### config.mk
export PLATFORM = sky130hd
export DESIGN_NAME = dpi_top
export DESIGN_NICKNAME = d
export VERILOG_FILES = /design/src/dpi_pkg.sv /design/src/dpi_top.sv
export SDC_FILE = /design/constraint.sdc
export NUM_CORES = 1
export LEC_CHECK = 0
export BUFFER_PORTS_ARGS = -buffer_cell sky130_fd_sc_hd__clkbuf_2
export CORE_UTILIZATION = 45
export CTS_CLUSTER_DIAMETER = 80
export DETAILED_ROUTE_END_ITERATION = 7
export GPL_TIMING_DRIVEN = 0
export PLACE_DENSITY = 0.68
export RECOVER_POWER = 100
export SLEW_MARGIN = 40
export SYNTH_ARGS = -nofsm -noshare
export SYNTH_HDL_FRONTEND = slang
export SYNTH_SLANG_ARGS = --single-unit
### constraint.sdc
create_clock -name core_clk_i -period 3.3 [get_ports core_clk_i]
set_clock_uncertainty 0.15 [all_clocks]
set_input_delay 0.66 -clock core_clk_i [delete_from_list [all_inputs] [get_ports core_clk_i]]
set_output_delay 0.66 -clock core_clk_i [all_outputs]
set_load 0.01 [all_outputs]
### src/dpi_pkg.sv
// shared constants and types of the dram pin interface
package dpi_pkg;
   // apb register byte offsets and the read latency reset value
   localparam logic [7:0] ADDR_CTRL = 8'h00;
   localparam logic [7:0] ADDR_STAT = 8'h04;
   localparam logic [7:0] ADDR_LCMD = 8'h08;
   localparam logic [3:0] RD_LAT_RST = 4'h1;

   // burst lengths in beats
   localparam logic [3:0] BL_FULL = 4'h8;
   localparam logic [3:0] BL_CHOP = 4'h4;

   localparam int LANES = 2;
   localparam int LANE_W = 8;
   localparam int NBANK = 8;
   localparam int BANK_W = 3;
   localparam int ADDR_W = 14;
   localparam int AP_BIT = 10;
   localparam int BC_BIT = 12;
   localparam int MR1_TERM_BIT = 2;
   localparam logic [BANK_W-1:0] MR_ONE = 3'h1;

   // {row, column, write} strobe codes, active low
   localparam logic [2:0] CMD_MRS = 3'h0;
   localparam logic [2:0] CMD_REF = 3'h1;
   localparam logic [2:0] CMD_PRE = 3'h2;
   localparam logic [2:0] CMD_ACT = 3'h3;
   localparam logic [2:0] CMD_WR = 3'h4;
   localparam logic [2:0] CMD_RD = 3'h5;

   typedef enum logic [1:0] {PS_ACT, PS_PPD, PS_APD, PS_SREF} dpi_pwr_t;

   typedef struct packed {
      logic rst_n;
      logic clk_t;
      logic clk_c;
      logic gate;
      logic cs_n;
      logic [2:0] op;
      logic [BANK_W-1:0] bank;
      logic [ADDR_W-1:0] a;
      logic term;
      logic [LANES-1:0] mask;
      logic [LANES-1:0] strb;
      logic [LANES*LANE_W-1:0] dq;
   } dpi_pins_t;

   typedef struct packed {
      logic [2:0] op;
      logic [BANK_W-1:0] bank;
      logic [ADDR_W-1:0] a;
   } dpi_cmd_t;
endpackage

### src/dpi_top.sv
// dram pin interface: sampling, decode, power states, byte lanes, apb status
`timescale 1ns/1ns
`default_nettype none
module dpi_top (
   input wire logic core_clk_i,
   input wire logic rst_i,
   input wire logic psel_i,
   input wire logic penable_i,
   input wire logic pwrite_i,
   input wire logic [7:0] paddr_i,
   input wire logic [31:0] pwdata_i,
   output logic [31:0] prdata_o,
   output logic pready_o,
   output logic pslverr_o,
   input wire logic mem_reset_n_i,
   input wire logic clk_true_i,
   input wire logic clk_comp_i,
   input wire logic clk_gate_in_i,
   input wire logic chip_select_n_i,
   input wire logic row_strobe_n_i,
   input wire logic column_strobe_n_i,
   input wire logic write_cmd_n_i,
   input wire logic [2:0] bank_select_bits_i,
   input wire logic [13:0] addr_i,
   input wire logic die_termination_in_i,
   input wire logic [1:0] write_byte_mask_i,
   input wire logic [1:0] lane_strobe_i,
   input wire logic [15:0] dq_i,
   output logic [15:0] dq_o,
   output logic dq_oe_o,
   output logic [1:0] lane_strobe_o,
   output logic [1:0] lane_strobe_oe_o,
   output logic lane_term_o
);
   localparam int LN = dpi_pkg::LANES;
   localparam int LW = dpi_pkg::LANE_W;
   localparam int NB = dpi_pkg::NBANK;

   dpi_pkg::dpi_pins_t pin_w;
   dpi_pkg::dpi_pins_t s1_q;
   dpi_pkg::dpi_pins_t s2_q;
   dpi_pkg::dpi_pins_t s3_q;
   dpi_pkg::dpi_pwr_t pwr_q;
   dpi_pkg::dpi_pwr_t pwr_d;
   dpi_pkg::dpi_cmd_t lcmd_q;
   logic [NB-1:0] open_q;
   logic [NB-1:0] open_d;
   logic [NB-1:0] bank_oh_w;
   logic [dpi_pkg::ADDR_W-1:0] mr_q [NB];
   logic term_q;
   logic [3:0] lat_q;
   logic [3:0] rd_wait_q;
   logic [3:0] rd_beats_q;
   logic [2:0] rd_bank_q;
   logic [3:0] wr_beats_q;
   logic [2:0] wr_bank_q;
   logic [LN*LW-1:0] dq_q;
   logic [LN*LW-1:0] rd_word_w;
   logic dqs_q;
   logic oe_q;
   logic [31:0] prdata_q;
   logic pready_q;
   logic pslverr_q;
   logic [31:0] rd_mux_w;
   logic [LN-1:0] strb_edge_w;

   assign pin_w = {mem_reset_n_i, clk_true_i, clk_comp_i, clk_gate_in_i, chip_select_n_i,
                   row_strobe_n_i, column_strobe_n_i, write_cmd_n_i, bank_select_bits_i,
                   addr_i, die_termination_in_i, write_byte_mask_i, lane_strobe_i, dq_i};

   // every pin crosses two flops; third stage only for edges
   always_ff @(posedge core_clk_i) begin
      if (rst_i) begin
         s1_q <= '0;
         s2_q <= '0;
         s3_q <= '0;
      end else begin
         s1_q <= pin_w;
         s2_q <= s1_q;
         s3_q <= s2_q;
      end
   end

   wire rst_w = rst_i | ~s2_q.rst_n;
   wire gate_w = s2_q.gate;
   // clock buffers off in self refresh
   wire live_w = pwr_q != dpi_pkg::PS_SREF;
   wire rise_w = live_w & s2_q.clk_t & ~s3_q.clk_t & ~s2_q.clk_c;
   wire fall_w = live_w & ~s2_q.clk_t & s3_q.clk_t & s2_q.clk_c;
   wire half_w = rise_w | fall_w;
   wire idle_w = open_q == '0;
   wire sel_w = rise_w & ~s2_q.cs_n;
   // command buffers live only when active and gate high
   wire cmd_ok_w = sel_w & gate_w & (pwr_q == dpi_pkg::PS_ACT);
   // decode on the same sampled edge
   wire is_mrs_w = cmd_ok_w & (s2_q.op == dpi_pkg::CMD_MRS);
   wire is_pre_w = cmd_ok_w & (s2_q.op == dpi_pkg::CMD_PRE);
   wire is_act_w = cmd_ok_w & (s2_q.op == dpi_pkg::CMD_ACT);
   wire is_wr_w = cmd_ok_w & (s2_q.op == dpi_pkg::CMD_WR);
   wire is_rd_w = cmd_ok_w & (s2_q.op == dpi_pkg::CMD_RD);
   wire ap_w = s2_q.a[dpi_pkg::AP_BIT];
   // chop bit low shortens the burst
   wire [3:0] bl_w = s2_q.a[dpi_pkg::BC_BIT] ? dpi_pkg::BL_FULL : dpi_pkg::BL_CHOP;
   wire pd_in_w = rise_w & ~gate_w & (pwr_q == dpi_pkg::PS_ACT);
   wire sref_in_w = pd_in_w & idle_w & sel_w & (s2_q.op == dpi_pkg::CMD_REF);
   wire term_on_w = mr_q[dpi_pkg::MR_ONE][dpi_pkg::MR1_TERM_BIT];

   always_comb begin
      pwr_d = pwr_q;
      unique case (pwr_q)
         dpi_pkg::PS_ACT: begin
            if (sref_in_w) begin
               pwr_d = dpi_pkg::PS_SREF;
            end else if (pd_in_w) begin
               pwr_d = idle_w ? dpi_pkg::PS_PPD : dpi_pkg::PS_APD;
            end
         end
         dpi_pkg::PS_PPD, dpi_pkg::PS_APD: begin
            if (rise_w & gate_w) begin
               pwr_d = dpi_pkg::PS_ACT;
            end
         end
         dpi_pkg::PS_SREF: begin
            if (gate_w) begin
               pwr_d = dpi_pkg::PS_ACT;
            end
         end
      endcase
   end

   assign bank_oh_w = NB'(1) << s2_q.bank;

   always_comb begin
      open_d = open_q;
      if (is_act_w) begin
         open_d = open_q | bank_oh_w;
      end else if (is_pre_w) begin
         open_d = ap_w ? '0 : (open_q & ~bank_oh_w);
      end else if ((is_rd_w | is_wr_w) & ap_w) begin
         open_d = open_q & ~bank_oh_w;
      end
   end

   always_ff @(posedge core_clk_i) begin
      if (rst_w) begin
         pwr_q <= dpi_pkg::PS_ACT;
         open_q <= '0;
         lcmd_q <= '0;
      end else begin
         pwr_q <= pwr_d;
         open_q <= open_d;
         if (cmd_ok_w) begin
            lcmd_q <= {s2_q.op, s2_q.bank, s2_q.a};
         end
      end
   end

   // set cycle writes the register the bank bits name
   always_ff @(posedge core_clk_i) begin
      if (rst_w) begin
         for (int i = 0; i < NB; i++) begin
            mr_q[i] <= '0;
         end
      end else if (is_mrs_w) begin
         mr_q[s2_q.bank] <= s2_q.a;
      end
   end

   // termination pin registered at the crossing
   always_ff @(posedge core_clk_i) begin
      if (rst_w | ~live_w) begin
         term_q <= 1'b0;
      end else if (rise_w) begin
         // mode register one gates the pin
         term_q <= s2_q.term & term_on_w;
      end
   end

   // read beats advance on crossings only
   always_ff @(posedge core_clk_i) begin
      if (rst_w) begin
         rd_wait_q <= '0;
         rd_beats_q <= '0;
         rd_bank_q <= '0;
         dq_q <= '0;
         dqs_q <= 1'b0;
      end else if (is_rd_w) begin
         rd_wait_q <= lat_q;
         rd_beats_q <= bl_w;
         rd_bank_q <= s2_q.bank;
      end else if (half_w && rd_wait_q != '0) begin
         rd_wait_q <= rd_wait_q - 4'h1;
      end else if (half_w && rd_beats_q != '0) begin
         rd_beats_q <= rd_beats_q - 4'h1;
         dq_q <= rd_word_w;
         dqs_q <= ~dqs_q;
      end
   end

   // drivers off while gate low; burst counters keep running
   always_ff @(posedge core_clk_i) begin
      if (rst_w | ~gate_w) begin
         oe_q <= 1'b0;
      end else if (half_w) begin
         oe_q <= (rd_wait_q == '0) && (rd_beats_q != '0);
      end
   end

   always_ff @(posedge core_clk_i) begin
      if (rst_w) begin
         wr_beats_q <= '0;
         wr_bank_q <= '0;
      end else if (is_wr_w) begin
         wr_beats_q <= bl_w;
         wr_bank_q <= s2_q.bank;
      end else if (strb_edge_w[0] && wr_beats_q != '0) begin
         wr_beats_q <= wr_beats_q - 4'h1;
      end
   end

   wire wr_on_w = (wr_beats_q != '0) & gate_w;

   // one storage column per byte lane
   for (genvar l = 0; l < LN; l++) begin : g_lane
      logic [LW-1:0] mem_q [NB];
      assign strb_edge_w[l] = s2_q.strb[l] ^ s3_q.strb[l];
      assign rd_word_w[l*LW +: LW] = mem_q[rd_bank_q];
      // masked bytes dropped; data centred on strobe edge
      always_ff @(posedge core_clk_i) begin
         if (wr_on_w & strb_edge_w[l] & ~s2_q.mask[l]) begin
            mem_q[wr_bank_q] <= s2_q.dq[l*LW +: LW];
         end
      end
   end

   // apb slave, one wait state
   wire acc_w = psel_i & penable_i & ~pready_q;
   wire done_w = psel_i & penable_i & pready_q;
   wire hit_ctrl_w = paddr_i == dpi_pkg::ADDR_CTRL;
   wire hit_stat_w = paddr_i == dpi_pkg::ADDR_STAT;
   wire hit_lcmd_w = paddr_i == dpi_pkg::ADDR_LCMD;
   wire hit_w = hit_ctrl_w | hit_stat_w | hit_lcmd_w;
   assign rd_mux_w = hit_ctrl_w ? 32'(lat_q) :
                     hit_stat_w ? 32'({term_q, open_q, pwr_q}) :
                     hit_lcmd_w ? 32'(lcmd_q) : '0;

   always_ff @(posedge core_clk_i) begin
      if (rst_i) begin
         pready_q <= 1'b0;
         pslverr_q <= 1'b0;
         prdata_q <= '0;
      end else begin
         pready_q <= acc_w;
         pslverr_q <= acc_w & ~hit_w;
         prdata_q <= acc_w ? rd_mux_w : prdata_q;
      end
   end

   // latency survives memory reset: software owns it
   always_ff @(posedge core_clk_i) begin
      if (rst_i) begin
         lat_q <= dpi_pkg::RD_LAT_RST;
      end else if (done_w & pwrite_i & hit_ctrl_w) begin
         lat_q <= pwdata_i[3:0];
      end
   end

   assign prdata_o = prdata_q;
   assign pready_o = pready_q;
   assign pslverr_o = pslverr_q;
   assign dq_o = dq_q;
   assign dq_oe_o = oe_q;
   assign lane_strobe_o = {LN{dqs_q}};
   assign lane_strobe_oe_o = {LN{oe_q}};
   assign lane_term_o = term_q;
endmodule
`default_nettype wire

### Word level (Yosys, flattened, before mapping)

Memory sizes are Yosys's and may differ from the RTL's. A register that Yosys moved wholly into a read port is not among the register bits.
Index checks and enable logic that the tools add are counted.

| word-level totals | value |
|---|---|
| bits in registers | 184 |
| bits in writable memories | 240 |
| input bits | 91 |
| output and inout port bits | 56 |
| logic and storage cells | 178 |
| memories kept | 3 |

| operators by class | value |
|---|---|
| $add $sub $neg | 3 |
| equal/unequal tests | 15 |
| shift-type cells | 1 |
| multiplexer cells | 33 |
| bitwise operators | 59 |
| reductions and logical operators | 21 |

Memories:

| memory | depth | width | read ports | clocked after memory_dff | write ports | line | RTL |
|---|---|---|---|---|---|---|---|
| mr_q | 8 | 14 | 1 | 0 | 8 | dpi_top.sv:49 | `logic [dpi_pkg::ADDR_W-1:0] mr_q [NB];` |
| g_lane[0].mem_q | 8 | 8 | 1 | 1 | 1 | dpi_top.sv:225 | `logic [LW-1:0] mem_q [NB];` |
| g_lane[1].mem_q | 8 | 8 | 1 | 1 | 1 | dpi_top.sv:225 |  |

Operator list:

| operator | number |
|---|---|
| $mux 20 | 3 |
| $and 1x1->1 | 33 |
| $mux 4 | 8 |
| $mux 8 | 4 |
| $logic_not 8->1 | 2 |
| $mux 14 | 1 |
| $not 1->1 | 14 |
| $reduce_or 14->1 | 1 |
| $reduce_bool 4->1 | 3 |
| $sub 4x1->4 const B | 3 |
| $mux 1 | 10 |
| $mux 2 | 5 |
| $and 8x8->8 | 1 |
| $eq 8x3->1 const B | 1 |
| $eq 8x4->1 const B | 1 |
| $ne 2x2->1 const B | 4 |
| $not 8->8 | 1 |
| $or 8x8->8 | 1 |
| $shl 1x3->8 const A | 1 |
| $or 1x1->1 | 7 |
| $eq 3x2->1 const B | 2 |
| $eq 3x3->1 const B | 2 |
| $pmux 2 s3 | 1 |
| $reduce_and 3->1 | 2 |
| other kinds (14) | 21 |

### Logic depth before layout (Yosys ltp)

| depth | value |
|---|---|
| word-level depth | 13 |
| gate-level depth with buffers | 9 |
| gate-level depth less buffers | 6 |

### Worst setup path before layout

No wires, ideal clock.

| timing | value |
|---|---|
| path kind | reg-to-reg |
| start | register wr_beats_q[0] |
| end | memory g_lane[0].mem_q[0][0] (netlist bit) (enable) |
| arrival time | 2.036 ns |
| slack | 0.730 ns |
| stages on the path, launching flop included | 7 |
| buffers on the path | 0 |
| cell sequence | dfxtp_1 -> inv_1 -> ha_1 -> or3b_1 -> nand2_1 -> or4b_1 -> nor3_1 |

| on the way | value |
|---|---|
| longest elaborated chain between the ends | 6 |

RTL lines:

| element | line | RTL |
|---|---|---|
| from (decl) | dpi_top.sv:55 | `logic [3:0] wr_beats_q;` |
| from (signal assigned) | dpi_top.sv:214 | `wr_beats_q <= bl_w;` |
| from (signal assigned) | dpi_top.sv:217 | `wr_beats_q <= wr_beats_q - 4'h1;` |
| $reduce_bool 4->1 | dpi_top.sv:221 | `wire wr_on_w = (wr_beats_q != '0) & gate_w;` |
| $and 1x1->1 | dpi_top.sv:221 |  |
| $and 1x1->1 (2 in series) | dpi_top.sv:230 | `if (wr_on_w & strb_edge_w[l] & ~s2_q.mask[l]) begin` |
| $mux 1 | dpi_top.sv:230 |  |
| $mux 1 (implied by the code) | dpi_top.sv:231 | `mem_q[wr_bank_q] <= s2_q.dq[l*LW +: LW];` |
| to (decl) | dpi_top.sv:225 |  |

Every way passes these cells.

### Worst setup path after layout

| timing | value |
|---|---|
| start | register wr_beats_q[0] |
| end | memory g_lane[1].mem_q[0][7] (netlist bit) (enable) |

| on the way | value |
|---|---|
| longest elaborated chain between the ends | 6 |

RTL lines:

| element | line |
|---|---|
| $reduce_bool 4->1 | dpi_top.sv:221 |
| $and 1x1->1 | dpi_top.sv:221 |
| $and 1x1->1 (2 in series) | dpi_top.sv:230 |
| $mux 1 | dpi_top.sv:230 |
| $mux 1 (implied by the code) | dpi_top.sv:231 |
| to (decl) | dpi_top.sv:225 |

Every way passes these cells.

==> impl_metrics.yaml <==
run_status:
  outcome: "finished, violations left"
  violations: "DRC"
setup_path:
  required_ns: 3.31
  path_buf_inv: 1
  slowest_stage: "nor3_1"
  crit_chain: "inv_1, ha_1, or3b_1, and3b_1, nand3b_1, nor3_1"
  worst-path-max-fanout: 8
  r2r_slack_ns: 0.38
  slowest_delay_ns: 1.11
  critical_path_class: "reg2reg"
  cp_top_family: "simple AND/OR/NAND/NOR gates"
  endpoint_kind: "flop"
  worstPathArrival_ns: 2.94
  cp-start-kind: "flop"
grt:
  grt_pass1_wl_um: 38800
  use_met3: 0.0354
  antenna_found_initial: 0
  grt_busiest_layer: "met2"
  overflow: 0
  use_met2: 0.291
  first_global_vias: 6932
  grtUsageTotal: 0.188
  grt_max_degree: 17
  use_met1: 0.270
synth:
  syn_avg_cell_area_um2: 13.0
  synth_top_family_by_area: "simple AND/OR/NAND/NOR gates"
  synth-xor-area-share: 0.00515
  ys_types: 67
  synth_adder_area_share: 0.00630
  async_flop_share: 0
  seq_area_frac_synth: 0.641
  synth_simple_gate_area_frac: 0.145
  yosysWarnings: 0
  synth-compound-area-share: 0.0807
  synth_area_um2: 11900
  syn-instance-count: 915
  synth-main-ff-cell: "dfxtp_1"
  synth_edf_count: 129
  synthMuxAreaShare: 0.0832
  synth_seq_cells: 317
routing:
  drt.antenna.violating_nets: 0
  via_per_inst: 5.18
  drc_errors: 2
  wirelength_um: 25600
  drtPass1Iterations: 7
  vias: 7377
  routedWlPerCell_um: 18.0
  drtIter0Drc: 536
placement:
  place_congestion: 0.805
  dp_hpwl_um: 17800
  portBuffers: 105
flow_run:
  maxCapViolations: 0
sta:
  totalNegativeSetupSlack_ns: 0
  fmax_mhz: 342
  period_share: 0.886
  worstMarginPinSlew_ns: 1.43
  finalSetupViolations: 0
  rsz0062_at_grt: "false"
  slew_viol_final: 0
  finalHoldViolCount: 0
  finalCriticalPeriod_ns: 2.92
  max-slew-margin-rel: 0.0395
power:
  p_per_area_nw_per_um2: 560
  leakagePower_nw: 5.00
  peakVddDrop_v: 0.000403
  total_power_mw: 7.72
clock_network:
  tritoncts: "done"
  clock_path_buffers: 3
  hold_buffers: 0
  cts_resized: 0
  clk_pin_slew_ns: 0.06
  post-cts-setup-buffers: 0
  cts.sinks: 317
  clock_latency_ns: 0.56
  cts-root-buf: "clkbuf_16"
  cts_buffers: 31
  cts_max_level: 1
die:
  die_area_um2: 27100
  start_util: 0.458
  design.portCount: 147
  rows: 59
  die_y_um: 165
  die_w_um: 165
  core_area_um2: 26000
cells_and_area:
  mostFrequentLayoutCell: "dfxtp_1"
  final_cell_mix: "dfxtp_1 (188), edfxtp_1 (129), nor2b_1 (102)"
  syn2layout_area_growth_pct: 15.7
  fin_nets: 1163
  antenna_cells: 0
  layout-drive-gt1-share: 0.171
worst_hold_path:
  hold_class: "in2reg"
stage by stage:
stage | hold WS (ns) | instances | util | setup slack (ns) | instance area, um2
detailed placement | 0.273 | 1367 | 0.497 | 0.461 | 12900
floorplan | 0.264 | 926 | - | 0.730 | 12000
finish | 0.149 | 1425 | 0.530 | 0.375 | 13800
CTS | 0.134 | 1424 | 0.535 | 0.426 | 13900
global placement | 0.268 | 1366 | 0.496 | 0.171 | 12900
global route | 0.145 | 1425 | 0.530 | 0.232 | 13800
power breakdown:
part	internal (mW)	leakage, nW	switching (mW)
Clock	1.96	0.485	1.41
Combinational	0.0869	1.64	0.113
Sequential	4.12	2.87	0.0328
Total	6.16	5.00	1.56
cell type report:
cell class	instances	area (um2)
Buffer	75	392
Clock buffer	49	903
Clock inverter	8	82.6
Fill cell	2243	12200
Inverter	13	48.8
Multi-Input combinational cell	521	3810
Sequential cell	317	7640
Tap cell	335	419
Timing Repair Buffer	107	485
worst register-to-register path, stage by stage (launching register included):
cell and delay [ns]:
dfxtp_1 0.37, inv_1 0.06, ha_1 0.20, or3b_1 0.23
and3b_1 0.24, nand3b_1 0.16, nor3_1 1.11
registers in the layout (all words and copies together), names as in the netlist, 2 cells and up:
name,flops
g_lane.mem_q,128
s1_q,46
s2_q,44
lcmd_q,20
prdata_o,20
dq_o,16
open_q,8
lat_q,4
rd_beats_q,4
rd_wait_q,4
wr_beats_q,4
rd_bank_q,3
s3_q,3
wr_bank_q,3
pwr_q,2
per-layer routing:
metal / up-vias / part of all wire
met3: 35 / 0.062
met4: 0 / 0.017
li1: 3599 / -
met2: 225 / 0.45
met1: 3518 / 0.47
met5: - / 0
cells by family after synthesis:
kind of cell	after synthesis
flip-flops	317
XOR/XNOR	7
AO/OA/AOI/OAI	137
buffers and inverters	88
adder cells (fa/ha/maj)	6
other	1
AND/OR/NAND/NOR	300
multiplexers	59
cell usage after synthesis, types with 3 or more instances:
cell type    n  share of area
ha_1         6         0.0063
nand3_1      5         0.0021
and3b_1      4         0.0029
a22oi_1     16          0.010
a31oi_1     19          0.010
nor2b_1    102          0.054
nand2_1     74          0.023
dfxtp_1    188           0.32
o21ai_1      6         0.0025
or3b_1       3         0.0022
and4b_1      7         0.0059
o211ai_1     3         0.0019
clkbuf_1    35          0.011
a221o_1      8         0.0067
or3_1       13         0.0068
mux2i_1     27          0.023
and3_1       4         0.0021
a2bb2oi_1    4         0.0029
a211oi_2    10          0.011
mux4_2      32          0.061
and4_1       5         0.0037
nor2_1      39          0.012
nor4_1       3         0.0016
nor3_1      11         0.0046
buf_2       11         0.0046
nand2b_1     6         0.0032
a211oi_1     8         0.0050
nor3b_1      3         0.0019
inv_1       13         0.0041
a21oi_1     48          0.020
xor2_1       5         0.0037
edfxtp_1   129           0.33
nand4_1      3         0.0016
buf_4       23          0.014
path summary, 6_finish.rpt:
path	start	end	depth (start not counted)
worst min register to register	s1_q[25]$_SDFF_PP0_	s2_q[25]$_SDFF_PP0_	1
worst max register to register	wr_beats_q[0]$_SDFFE_PP0P_	g_lane[1].mem_q[0][7]$_DFFE_PP_	6
worst max-delay path	wr_beats_q[0]$_SDFFE_PP0P_	g_lane[1].mem_q[0][7]$_DFFE_PP_	6
worst min-delay path	dq_i[13]	s1_q[13]$_SDFF_PP0_	2
Note: power is estimated with default switching activity, not from simulation.
